<file path="config.mk">
export PLATFORM = sky130hd
export DESIGN_NAME = power_button_on_off_controller
export DESIGN_NICKNAME = d
export VERILOG_FILES = /design/src/hw/pwr_button_pkg.sv /design/src/hw/level_sync.sv /design/src/hw/power_button_on_off_controller.sv
export SDC_FILE = /design/constraint.sdc
export NUM_CORES = 1
export LEC_CHECK = 0
export ABC_AREA = 1
export BUFFER_PORTS_ARGS = -buffer_cell sky130_fd_sc_hd__buf_2
export CAP_MARGIN = 20
export CORE_MARGIN = 2
export CORE_UTILIZATION = 60
export DETAILED_ROUTE_END_ITERATION = 6
export PLACE_DENSITY = 0.92
export SYNTH_ARGS = -nofsm -noshare
export SYNTH_HDL_FRONTEND = slang
export SYNTH_HIERARCHICAL = 1
export SYNTH_SLANG_ARGS = --single-unit
</file>
<file path="constraint.sdc">
create_clock -name pclk -period 5.6 [get_ports pclk]
set_clock_uncertainty 0.1 [all_clocks]
set_input_delay 1.4 -clock pclk [delete_from_list [all_inputs] [get_ports pclk]]
set_output_delay 1.4 -clock pclk [all_outputs]
set_load 0.01 [all_outputs]
</file>
<file path="src/hw/pwr_button_pkg.sv">
`default_nettype none

package pwr_button_pkg;

	// Register byte offsets on the APB word map.
	localparam logic [11:0] CTRL_OFFS      = 12'h000;
	localparam logic [11:0] STATUS_OFFS    = 12'h004;
	localparam logic [11:0] INT_STAT_OFFS  = 12'h008;
	localparam logic [11:0] INT_MASK_OFFS  = 12'h00c;

	// Control register field positions.
	localparam int DEB_SEL_POS    = 0;
	localparam int ON_SEL_POS     = 2;
	localparam int MAX_SEL_POS    = 4;
	localparam int SW_OFF_POS     = 8;
	localparam int CTRL_WIDTH     = 6;

	// Status register field positions.
	localparam int ST_ON_POS      = 0;
	localparam int ST_PRESSED_POS = 1;

	// Event bit positions, shared by the interrupt status and mask registers.
	localparam int EV_OFF_IRQ_POS = 0;
	localparam int EV_DOWN_POS    = 1;
	localparam int EV_UP_POS      = 2;
	localparam int EV_WIDTH       = 3;

	// Reset values.
	localparam logic [CTRL_WIDTH-1:0] CTRL_RST     = 6'h00;
	localparam logic [EV_WIDTH-1:0]   INT_MASK_RST = 3'h0;

	// Clock rate and documented times.
	localparam longint CLK_KHZ   = 250000;
	localparam longint T_50_MS   = 50;
	localparam longint T_100_MS  = 100;
	localparam longint T_500_MS  = 500;
	localparam longint T_5_S     = 5;
	localparam longint T_10_S    = 10;
	localparam longint T_15_S    = 15;

	// Cycle counts derived from the times; the 15 s figure passes two to the thirty-first.
	localparam logic [31:0] CYC_50_MS  = 32'(T_50_MS * CLK_KHZ);
	localparam logic [31:0] CYC_100_MS = 32'(T_100_MS * CLK_KHZ);
	localparam logic [31:0] CYC_500_MS = 32'(T_500_MS * CLK_KHZ);
	localparam logic [31:0] CYC_5_S    = 32'(T_5_S * 1000 * CLK_KHZ);
	localparam logic [31:0] CYC_10_S   = 32'(T_10_S * 1000 * CLK_KHZ);
	localparam logic [31:0] CYC_15_S   = 32'(T_15_S * 1000 * CLK_KHZ);

	// Power state of the supervised system.
	typedef enum logic {
		PWR_OFF,
		PWR_ON
	} pwr_state_e;

	// Software configuration carried as one group.
	typedef struct packed {
		logic [1:0] max_sel;
		logic [1:0] on_sel;
		logic [1:0] deb_sel;
	} ctrl_s;

	// Outgoing power requests, one-cycle pulses.
	typedef struct packed {
		logic up;
		logic down;
	} pwr_req_s;

endpackage

`default_nettype wire

</file>
<file path="src/hw/level_sync.sv">
`timescale 1ns/1ns
`default_nettype none

// Two-stage synchroniser; the first stage feeds only the second.
module level_sync (
	input  wire logic pclk,
	input  wire logic rst_n,
	input  wire logic clk_en,
	input  wire logic d,
	output logic      q
);

	logic meta_q;
	logic meta_d;
	logic q_d;

	// Both stages advance together only while the clock enable is high.
	always_comb begin
		meta_d = clk_en ? d : meta_q;
		q_d    = clk_en ? meta_q : q;
	end

	always_ff @(posedge pclk or negedge rst_n) begin
		if (!rst_n) begin
			meta_q <= 1'b0;
			q      <= 1'b0;
		end else begin
			meta_q <= meta_d;
			q      <= q_d;
		end
	end

endmodule

`default_nettype wire

</file>
<file path="src/hw/power_button_on_off_controller.sv">
// The register addresses and the APB register port are this design's own decisions.
`timescale 1ns/1ns
`default_nettype none

// Overview of operation
// - Debounce and off-to-on: 0/50/100/500 ms.
// - ON: press past debounce raises interrupt.
// - OFF: press past off-to-on powers on.
// - Max hold 5/10/15 s or disabled.
// - Max hold reached issues power-down request.
// - Cold reset ANDed with power-on reset.
module power_button_on_off_controller #(
	parameter logic [31:0] CYC_50_MS  = pwr_button_pkg::CYC_50_MS,
	parameter logic [31:0] CYC_100_MS = pwr_button_pkg::CYC_100_MS,
	parameter logic [31:0] CYC_500_MS = pwr_button_pkg::CYC_500_MS,
	parameter logic [31:0] CYC_5_S    = pwr_button_pkg::CYC_5_S,
	parameter logic [31:0] CYC_10_S   = pwr_button_pkg::CYC_10_S,
	parameter logic [31:0] CYC_15_S   = pwr_button_pkg::CYC_15_S
) (
	input  wire logic        pclk,
	input  wire logic        presetn,
	input  wire logic        por_n,
	input  wire logic        clk_en,
	input  wire logic        psel,
	input  wire logic        penable,
	input  wire logic        pwrite,
	input  wire logic [11:0] paddr,
	input  wire logic [31:0] pwdata,
	output logic [31:0]      prdata,
	output logic             pready,
	output logic             pslverr,
	input  wire logic        power_button_input,
	output logic             power_on_req,
	output logic             power_down_req,
	output logic             power_is_on,
	output logic             irq
);

	////////////////////////////////////////////////////////////////////////////////////////////
	// Reset and button synchronisation.

	// Either the cold reset pin or the internal power-on reset clears every flop.
	logic rst_n;
	assign rst_n = presetn & por_n;

	logic pressed;

	// The button is asynchronous to pclk, so it passes two stages before any timing.
	level_sync u_sync (
		.pclk   (pclk),
		.rst_n  (rst_n),
		.clk_en (clk_en),
		.d      (power_button_input),
		.q      (pressed)
	);

	////////////////////////////////////////////////////////////////////////////////////////////
	// Threshold selection.

	// Press-duration threshold for a two-bit select; zero fires on the first pressed cycle.
	function automatic logic [31:0] short_thr(input logic [1:0] sel);
		logic [31:0] thr;
		thr = 32'h0000_0000;
		case (sel)
			2'h1:    thr = CYC_50_MS;
			2'h2:    thr = CYC_100_MS;
			2'h3:    thr = CYC_500_MS;
			default: thr = 32'h0000_0000;
		endcase
		return thr;
	endfunction

	// Longest hold time; select zero leaves the timer disabled.
	function automatic logic [31:0] max_thr(input logic [1:0] sel);
		logic [31:0] thr;
		thr = 32'h0000_0000;
		case (sel)
			2'h1:    thr = CYC_5_S;
			2'h2:    thr = CYC_10_S;
			2'h3:    thr = CYC_15_S;
			default: thr = 32'h0000_0000;
		endcase
		return thr;
	endfunction

	pwr_button_pkg::ctrl_s ctrl_q;
	pwr_button_pkg::ctrl_s ctrl_d;
	logic [31:0]           deb_thr;
	logic [31:0]           on_thr;
	logic [31:0]           hold_thr;

	// Thresholds follow the control register at once.
	always_comb begin
		deb_thr  = short_thr(ctrl_q.deb_sel);
		on_thr   = short_thr(ctrl_q.on_sel);
		hold_thr = max_thr(ctrl_q.max_sel);
	end

	////////////////////////////////////////////////////////////////////////////////////////////
	// Press timing and power state.

	pwr_button_pkg::pwr_state_e state_q;
	pwr_button_pkg::pwr_state_e state_d;
	pwr_button_pkg::pwr_req_s   req_q;
	pwr_button_pkg::pwr_req_s   req_d;
	logic [31:0]                cnt_q;
	logic [31:0]                cnt_d;
	logic                       deb_done_q;
	logic                       deb_done_d;
	logic                       hold_done_q;
	logic                       hold_done_d;
	logic                       wait_rel_q;
	logic                       wait_rel_d;
	logic                       ev_off_irq;
	logic                       sw_off;

	// One press is timed by one counter; each threshold fires at most once per press.
	// After a state change the press that caused it must end before a new one counts,
	// otherwise a held button would bounce the system straight back.
	always_comb begin
		state_d     = state_q;
		req_d       = '0;
		cnt_d       = cnt_q;
		deb_done_d  = deb_done_q;
		hold_done_d = hold_done_q;
		wait_rel_d  = wait_rel_q;
		ev_off_irq  = 1'b0;
		if (!pressed) begin
			cnt_d       = 32'h0000_0000;
			deb_done_d  = 1'b0;
			hold_done_d = 1'b0;
			wait_rel_d  = 1'b0;
		end else if (!wait_rel_q) begin
			if (cnt_q != 32'hffff_ffff) begin
				cnt_d = cnt_q + 32'h0000_0001;
			end
			case (state_q)
				pwr_button_pkg::PWR_ON: begin
					if (!deb_done_q && cnt_q >= deb_thr) begin
						deb_done_d = 1'b1;
						ev_off_irq = 1'b1;
					end
					if (!hold_done_q && hold_thr != 32'h0000_0000 && cnt_q >= hold_thr) begin
						hold_done_d = 1'b1;
						req_d.down  = 1'b1;
						state_d     = pwr_button_pkg::PWR_OFF;
						wait_rel_d  = 1'b1;
					end
				end
				pwr_button_pkg::PWR_OFF: begin
					if (cnt_q >= on_thr) begin
						req_d.up   = 1'b1;
						state_d    = pwr_button_pkg::PWR_ON;
						wait_rel_d = 1'b1;
					end
				end
				default: state_d = pwr_button_pkg::PWR_OFF;
			endcase
		end
		// Software may finish an orderly shutdown after the interrupt.
		if (sw_off && state_q == pwr_button_pkg::PWR_ON && !req_d.down) begin
			req_d.down = 1'b1;
			state_d    = pwr_button_pkg::PWR_OFF;
			wait_rel_d = pressed;
		end
	end

	always_ff @(posedge pclk or negedge rst_n) begin
		if (!rst_n) begin
			state_q     <= pwr_button_pkg::PWR_OFF;
			req_q       <= '0;
			cnt_q       <= 32'h0000_0000;
			deb_done_q  <= 1'b0;
			hold_done_q <= 1'b0;
			wait_rel_q  <= 1'b0;
		end else if (clk_en) begin
			state_q     <= state_d;
			req_q       <= req_d;
			cnt_q       <= cnt_d;
			deb_done_q  <= deb_done_d;
			hold_done_q <= hold_done_d;
			wait_rel_q  <= wait_rel_d;
		end
	end

	////////////////////////////////////////////////////////////////////////////////////////////
	// APB slave and interrupt registers.

	localparam int EVW = pwr_button_pkg::EV_WIDTH;

	logic [EVW-1:0] int_stat_q;
	logic [EVW-1:0] int_stat_d;
	logic [EVW-1:0] int_mask_q;
	logic [EVW-1:0] int_mask_d;
	logic [EVW-1:0] events;
	logic [31:0]    prdata_d;
	logic           pready_d;
	logic           pslverr_d;
	logic           irq_d;
	logic           setup;
	logic           wr_take;
	logic           hit;
	logic [31:0]    rd_val;

	// Ready is raised in the setup cycle so every access completes with no wait state,
	// while read data and ready still come straight from flops.
	always_comb begin
		setup   = psel && !penable;
		wr_take = psel && penable && pready && pwrite;
		events  = '0;
		events[pwr_button_pkg::EV_OFF_IRQ_POS] = ev_off_irq;
		events[pwr_button_pkg::EV_DOWN_POS]    = req_d.down;
		events[pwr_button_pkg::EV_UP_POS]      = req_d.up;
		hit    = 1'b1;
		rd_val = 32'h0000_0000;
		case (paddr)
			pwr_button_pkg::CTRL_OFFS: rd_val[pwr_button_pkg::CTRL_WIDTH-1:0] = ctrl_q;
			pwr_button_pkg::STATUS_OFFS: begin
				rd_val[pwr_button_pkg::ST_ON_POS]      = (state_q == pwr_button_pkg::PWR_ON);
				rd_val[pwr_button_pkg::ST_PRESSED_POS] = pressed;
			end
			pwr_button_pkg::INT_STAT_OFFS: rd_val[EVW-1:0] = int_stat_q;
			pwr_button_pkg::INT_MASK_OFFS: rd_val[EVW-1:0] = int_mask_q;
			default:                       hit = 1'b0;
		endcase
		pready_d  = setup;
		pslverr_d = setup && !hit;
		prdata_d  = (setup && !pwrite) ? rd_val : 32'h0000_0000;
		ctrl_d     = ctrl_q;
		int_mask_d = int_mask_q;
		sw_off     = 1'b0;
		int_stat_d = int_stat_q;
		if (wr_take) begin
			case (paddr)
				pwr_button_pkg::CTRL_OFFS: begin
					ctrl_d = pwdata[pwr_button_pkg::CTRL_WIDTH-1:0];
					sw_off = pwdata[pwr_button_pkg::SW_OFF_POS];
				end
				pwr_button_pkg::INT_STAT_OFFS: int_stat_d = int_stat_q & ~pwdata[EVW-1:0];
				pwr_button_pkg::INT_MASK_OFFS: int_mask_d = pwdata[EVW-1:0];
				default:                       ;
			endcase
		end
		// A new event wins over a clear written in the same cycle.
		int_stat_d = int_stat_d | events;
		irq_d      = |(int_stat_d & int_mask_d);
	end

	always_ff @(posedge pclk or negedge rst_n) begin
		if (!rst_n) begin
			ctrl_q     <= pwr_button_pkg::CTRL_RST;
			int_mask_q <= pwr_button_pkg::INT_MASK_RST;
			int_stat_q <= '0;
			prdata     <= 32'h0000_0000;
			pready     <= 1'b0;
			pslverr    <= 1'b0;
			irq        <= 1'b0;
		end else if (clk_en) begin
			ctrl_q     <= ctrl_d;
			int_mask_q <= int_mask_d;
			int_stat_q <= int_stat_d;
			prdata     <= prdata_d;
			pready     <= pready_d;
			pslverr    <= pslverr_d;
			irq        <= irq_d;
		end
	end

	// Request and state outputs mirror their flops.
	always_comb begin
		power_on_req   = req_q.up;
		power_down_req = req_q.down;
		power_is_on    = (state_q == pwr_button_pkg::PWR_ON);
	end

endmodule

`default_nettype wire

</file>
==> results of run 1 <==
==> registers in the layout, indices dropped and copies added (netlist names) <==
register	flops
int_stat_q	3
u_sync/meta_q	1
ctrl_q	6
wait_rel_q	1
pready	1
hold_done_q	1
power_down_req	1
pslverr	1
prdata	6
power_is_on	1
int_mask_q	3
cnt_q	32
irq	1
power_on_req	1
deb_done_q	1
u_sync/q	1
==> logic make-up after synthesis <==
group	after synthesis	share of synthesized area, %
buf+inv	133	11.2
flops	61	27.5
simple gates	399	32.1
other cells	1	0.0677
mux	3	0.610
compound gates	101	10.5
xor+xnor	8	1.26
fa+ha+maj	74	16.7
==> final cells by class <==
type,count,area [um^2]
Inverter,98,368
Clock buffer,12,155
Clock inverter,2,10.0
Sequential cell,61,1530
Fill cell,765,3220
Timing Repair Buffer,40,205
Multi-Input combinational cell,611,3490
Tap cell,111,139
==> worst max-delay path: stages <==
cell and delay [ps]:
buf_2 280, inv_2 220, a21oi_2 240, nand2_2 320
nor2_1 440, nand3_1 200, nor3_1 190, nor2_1 70
==> Yosys cell counts (2+ instances only) <==
cell type  number  area [um^2]
nand3b_1        2         15.0
nand4_1        26          163
and3_1          2         12.5
dfrtp_1        61         1530
buf_4          27          203
nor4_1          5         31.3
inv_1          89          334
o21bai_1        4         30.0
o221ai_1        2         17.5
nand2_1       199          747
nor2_1         90          338
nand3_1        35          175
o31ai_1        11         82.6
buf_2           2         10.0
o21ai_0        30          150
or2_2           2         12.5
o21ai_1         4         20.0
a21o_1          5         37.5
buf_6           2         22.5
nand3_2         4         40.0
nor2_2          2         12.5
a21oi_1        38          190
xor2_1          7         61.3
nor3_1         18         90.1
nor3_4          3         48.8
inv_2           7         26.3
clkbuf_1        3         11.3
ha_1           74          926
o21a_1          3         22.5
mux2_2          3         33.8
nor3_2          4         40.0
clkinv_1        2         7.51
nand2_2         3         18.8
==> report_power, final <==
group	leakage (nW)	switching [mW]	total, mW	internal (mW)
Combinational	2.29	0.0780	0.110	0.0322
Sequential	0.825	0.0113	0.467	0.455
Clock	0.0881	0.174	0.353	0.179
Total	3.21	0.263	0.930	0.666
==> cell usage in the layout (no fill, tap or decap), types with 2 or more instances in the layout <==
cell / Yosys / layout
a21o_1: 5 / 5
a21oi_1: 38 / 38
and3_1: 2 / 2
buf_2: 2 / 38
buf_4: 27 / 2
clkbuf_8: 0 / 11
clkinv_1: 2 / 2
clkinv_2: 0 / 2
conb_1: 1 / 26
dfrtp_1: 61 / 61
ha_1: 74 / 74
inv_1: 89 / 88
inv_2: 7 / 8
mux2_2: 3 / 3
nand2_1: 199 / 199
nand2_2: 3 / 3
nand3_1: 35 / 35
nand3_2: 4 / 4
nand3b_1: 2 / 2
nand4_1: 26 / 26
nor2_1: 90 / 90
nor2_2: 2 / 2
nor3_1: 18 / 18
nor3_2: 4 / 4
nor3_4: 3 / 3
nor4_1: 5 / 5
o21a_1: 3 / 3
o21ai_0: 30 / 30
o21ai_1: 4 / 4
o21bai_1: 4 / 4
o221ai_1: 2 / 2
o31ai_1: 11 / 11
or2_2: 2 / 2
xor2_1: 7 / 7
==> per-layer routing <==
layer,vias up,wire [um],track usage [%]
li1,2613,-,-
met1,2309,5790,37.5
met2,267,6110,44.7
met3,50,1280,5.85
met4,0,512,13.6
met5,-,0,0
==> metrics by stage <==
step / util (%) / instances / setup WS (ps)
finish: 64.7 / 935 / 2350
global route: 64.7 / 935 / 2160
CTS: 64.7 / 935 / 2380
detailed placement: 62.9 / 921 / 2040
global placement: 62.9 / 921 / 2090
floorplan: - / 805 / 2550
==> final timing paths <==
path | startpoint | end | slack (ps) | cells after the start
max in group asynchronous | presetn | cnt_q[8]$_DFFE_PN0P_ | 3670 | 4
min | u_sync/meta_q$_DFFE_PN0P_ | u_sync/meta_q$_DFFE_PN0P_ | 370 | 2
min in group asynchronous | por_n | power_is_on$_DFFE_PN0P_ | 1200 | 4
max reg2reg | ctrl_q[1]$_DFFE_PN0P_ | irq$_DFFE_PN0P_ | 2770 | 14
max | clk_en | cnt_q[11]$_DFFE_PN0P_ | 2350 | 8
min reg2reg | u_sync/meta_q$_DFFE_PN0P_ | u_sync/meta_q$_DFFE_PN0P_ | 370 | 2
==> summary.txt, run 1 <==
Drt
  – Drc violations: 0
  – Number of search-and-repair iterations in the first detailed-routing pass: 6
  – Detailed-route vias per instance: 5.60
  – Number of DRC violations after detailed-routing iteration 0: 461
  – Routed length per placed instance: 14.6 um
  – Remaining number of nets flagged by the antenna check after routing: 0
  – Total Routed Length: 13700 um
  – Via count: 5239

Finish
  – Ant. Diodes: 0
  – Area delta synth->final: 6.34%
  – Share of cells above drive strength 1: 10.3%
  – Final design instance area without fill: 5890 um^2
  – Nets: 947

Synth
  – Yosys warnings: 6
  – Number of flip-flops and latches in the synthesized netlist: 61
  – Count of unique library cells instantiated by Yosys: 44
  – Asr flop ratio synth: 100%
  – Part of the Yosys area used for sequential elements: 27.5%
  – Post-synthesis instance area: 5540 um^2
  – Syn avg cell area: 7.10 um^2
  – Prevailing post-synth register cell: dfrtp_1
  – Post-synth EDFFs: 0
  – Synthesized instance count: 780

Clocking
  – Reg clk slew, reported paths: 70 ps
  – TritonCTS clock tree: built
  – Number of resized instances in the post-cts repair step: 0
  – Number of buffers on the longest clock path: 2
  – Cell at the root of the clock tree: clkbuf_8
  – Clock buffers created by TritonCTS: 9
  – Hold-fix buffer count after cts: 0
  – H-tree depth: 3
  – Clk Latency, worst-skew pair: 340 ps
  – Number of sinks on the clock net: 61
  – Setup Fix Bufs, Post-CTS: 0

Place
  – Final Wtd Congestion: 0.967
  – Total cell area at the placement stage: 5730 um^2
  – Port Buffers: 38
  – DP HPWL: 10400 um

STA
  – Worst slew slack as a fraction of its limit: 47.2%
  – Worst hold slack across all endpoints: 374 ps
  – Finish-stage setup viols: 0
  – Unrepaired setup endpoints after global routing: no
  – Maximum clock rate: 0.308 GHz
  – Total Negative Setup Slacks: 0 ps
  – Hold violation count in the final report: 0
  – Number of slew-limit violations in the final report: 0
  – Share of the cycle needed by the critical path after routing: 58.0%
  – Post-layout min period: 3250 ps
  – Worst Max-Slew Pin Slew: 792 ps

Global route
  – Overall track demand over capacity in global routing: 28.4%
  – GR Overflow Total: 0
  – Via count of the first global-routing pass: 4752
  – Maximum number of pins on one net before global-route repair: 62
  – Initial antenna violation count: 0
  – Wire length of the first global-routing pass: 22200 um

Critical path
  – Arrival time worst endpoint: 3370 ps
  – Startpoint class of the critical path: input pin
  – Crit path required time: 5720 ps
  – Critical path fanouts, max: 22
  – Type of the worst setup path: in2reg
  – Nature of the critical path endpoint: flip-flop

Floorplan
  – Die W: 100 um
  – Full die area: 10000 um^2
  – Std cell rows: 35
  – Starting density of the core: 60.8%
  – Core region area: 9110 um^2
  – Boundary pin count: 90
  – Die Span Y: 100 um

Status
  – Result of the run: complete, no violations

Hold path
  – Hold/Removal Path Class: reg2reg

Pwr
  – Post-layout total power: 0.930 mW
  – P_leak: 3.21 nW
  – Power per standard cell area: 158 nW/um^2
  – Peak supply drop: 0.142 mV

Flow run
  – Max-cap violations: 0
(Power assumes the default switching activity.)
==> inputs of run 2 (changes only) <==
--- a/config.mk
+++ b/config.mk
@@ -9,9 +9,9 @@
 export BUFFER_PORTS_ARGS = -buffer_cell sky130_fd_sc_hd__buf_2
 export CAP_MARGIN = 20
 export CORE_MARGIN = 2
-export CORE_UTILIZATION = 60
+export CORE_UTILIZATION = 58
 export DETAILED_ROUTE_END_ITERATION = 6
-export PLACE_DENSITY = 0.92
+export PLACE_DENSITY = 0.9
 export SYNTH_ARGS = -nofsm -noshare
 export SYNTH_HDL_FRONTEND = slang
 export SYNTH_HIERARCHICAL = 1
==> constraint.sdc (replaced) <==
create_clock -name pclk -period 3.25 [get_ports pclk]
set_clock_uncertainty 0.1 [all_clocks]
set_input_delay 0.8125 -clock pclk [delete_from_list [all_inputs] [get_ports pclk]]
set_output_delay 0.8125 -clock pclk [all_outputs]
set_load 0.01 [all_outputs]
==> summary.txt, run 2 (synthesized netlist as in run 1, its figures left out) <==
Critical path
  – Nature of the critical path endpoint: flip-flop
  – Cells along the critical path: inv_1 -> buf_4 -> ha_1 -> inv_1 -> ha_1 -> nand2_1 -> nor2_1 -> nand2_1 -> nor3_1 -> nand2_1 -> nand4_1 -> nand3_1 -> nand2_1 -> nand3_1 -> nand4_1
  – Critical path's slowest cell: dfrtp_1
  – Peak per-stage delay on the critical path: 430 ps
  – Crit-path leading delay family: simple AND/OR/NAND/NOR gates
  – Crit path required time: 3440 ps
  – CP dominant cell by count: nand2_1
  – Startpoint class of the critical path: flip-flop
  – Worst reg2reg setup slack: 420 ps
  – Critical path fanouts, max: 5
  – Type of the worst setup path: reg2reg
  – Arrival time worst endpoint: 3020 ps
  – Total buffers and inverters traversed by the critical path: 3

Status
  – Result of the run: complete, no violations

STA
  – Finish-stage setup viols: 0
  – Unrepaired setup endpoints after global routing: no
  – Maximum clock rate: 0.354 GHz
  – Share of the cycle needed by the critical path after routing: 86.9%
  – Hold violation count in the final report: 0
  – Post-layout min period: 2830 ps
  – Worst slew slack as a fraction of its limit: 50.2%
  – Worst Max-Slew Pin Slew: 744 ps
  – Total Negative Setup Slacks: 0 ps
  – Number of slew-limit violations in the final report: 0

Pwr
  – Power per standard cell area: 298 nW/um^2
  – Cell internal pwr: 1.31 mW
  – Logic pwr share: 10.7%
  – Switching Power: 0.472 mW
  – Power share of the clock group: 44.3%
  – Switch share: 26.5%
  – P_leak: 3.25 nW
  – Flop pwr share: 45.0%
  – Peak supply drop: 0.297 mV
  – Post-layout total power: 1.79 mW

Clocking
  – TritonCTS clock tree: built
  – Number of buffers on the longest clock path: 2
  – H-tree depth: 3
  – Clk Latency, worst-skew pair: 360 ps
  – Hold-fix buffer count after cts: 0
  – Number of sinks on the clock net: 61
  – Number of resized instances in the post-cts repair step: 0
  – Reg clk slew, reported paths: 80 ps
  – Setup Fix Bufs, Post-CTS: 0
  – Clock buffers created by TritonCTS: 9
  – Cell at the root of the clock tree: clkbuf_8

Finish
  – Share of cells above drive strength 1: 10.9%
  – Nets: 950
  – Regs by FF count: cnt_q (32), ctrl_q (6), prdata (6)
  – Area delta synth->final: 8.24%
  – Top library cells by usage in the layout, fill and taps aside: 199 x nand2_1, 90 x nor2_1, 88 x inv_1, 74 x ha_1, 61 x dfrtp_1
  – Number of flip-flops under the largest register name: 32
  – Top register by number of flip-flops: cnt_q
  – Ant. Diodes: 0
  – Most common library cell in the layout ignoring fill and taps: nand2_1

Drt
  – Number of search-and-repair iterations in the first detailed-routing pass: 6
  – Detailed-route vias per instance: 5.54
  – Routed length per placed instance: 14.9 um
  – Number of DRC violations after detailed-routing iteration 0: 669
  – Remaining number of nets flagged by the antenna check after routing: 0
  – Total Routed Length: 14300 um
  – Via count: 5309
  – Drc violations: 0

Hold path
  – Hold/Removal Path Class: reg2reg

Floorplan
  – Core region area: 9240 um^2
  – Starting density of the core: 60.0%
  – Die W: 102 um
  – Std cell rows: 35
  – Die Span Y: 102 um
  – Boundary pin count: 90
  – Full die area: 10400 um^2

Global route
  – GR Overflow Total: 0
  – Maximum number of pins on one net before global-route repair: 28
  – Initial antenna violation count: 0
  – Wire length of the first global-routing pass: 23400 um
  – Via count of the first global-routing pass: 4921
  – Overall track demand over capacity in global routing: 29.3%

Place
  – Final Wtd Congestion: 0.980
  – Port Buffers: 38
  – DP HPWL: 10700 um

Flow run
  – Max-cap violations: 0
run 2: routing by layer:
layer	up-vias	wire length [um]	track usage [%]	part of all wire, %
li1	2619	-	-	-
met1	2377	5870	39.2	41
met2	252	6450	45.2	45
met3	61	1410	6.76	9.9
met4	0	558	13.5	3.9
met5	-	0	0	0
run 2: final cells by class:
type                    instances  area (um^2)
multi-input cells             611         3490
fillers                       791         3240
flip-flops and latches         61         1530
inverters                      98          368
repair buffers                 43          228
well taps                     129          161
clock buffers                  12          155
clock inverters                 4         70.1
run 2: power by group through the flow:
stage	sequential [mW]	combinational (mW)	clock [mW]
2_1_floorplan	0.816	0.146	0
3_3_place_gp	0.816	0.185	0
3_5_place_dp	0.818	0.187	0
4_1_cts	0.803	0.188	0.791
5_1_grt	0.807	0.215	0.839
6_report	0.804	0.191	0.791
run 2: worst min-delay path: stages (launching register included):
cell and delay (ps):
dfrtp_1 340, nand2_1 60, nand2_1 50
run 2: path summary, 6_finish.rpt:
path                                                  end  cells after the start                 startpoint
max in group asynchronous           cnt_q[26]$_DFFE_PN0P_                      4                    presetn
worst min-delay path            u_sync/meta_q$_DFFE_PN0P_                      2  u_sync/meta_q$_DFFE_PN0P_
worst min register to register  u_sync/meta_q$_DFFE_PN0P_                      2  u_sync/meta_q$_DFFE_PN0P_
min in group asynchronous       int_mask_q[1]$_DFFE_PN0P_                      3                      por_n
worst max register to register            irq$_DFFE_PN0P_                     15      ctrl_q[1]$_DFFE_PN0P_
worst max-delay path                      irq$_DFFE_PN0P_                     15      ctrl_q[1]$_DFFE_PN0P_
run 2: metrics by stage:
stage,hold WS (ps),instance area [um^2],worst slack [ps],cells,utilization [%]
4_1_cts,377,6000,490,958,64.9
5_1_grt,411,6000,235,958,64.9
3_5_place_dp,361,5770,508,942,62.5
3_3_place_gp,355,5770,545,942,62.5
6_report,375,6000,425,958,64.9
2_1_floorplan,342,5640,783,805,-
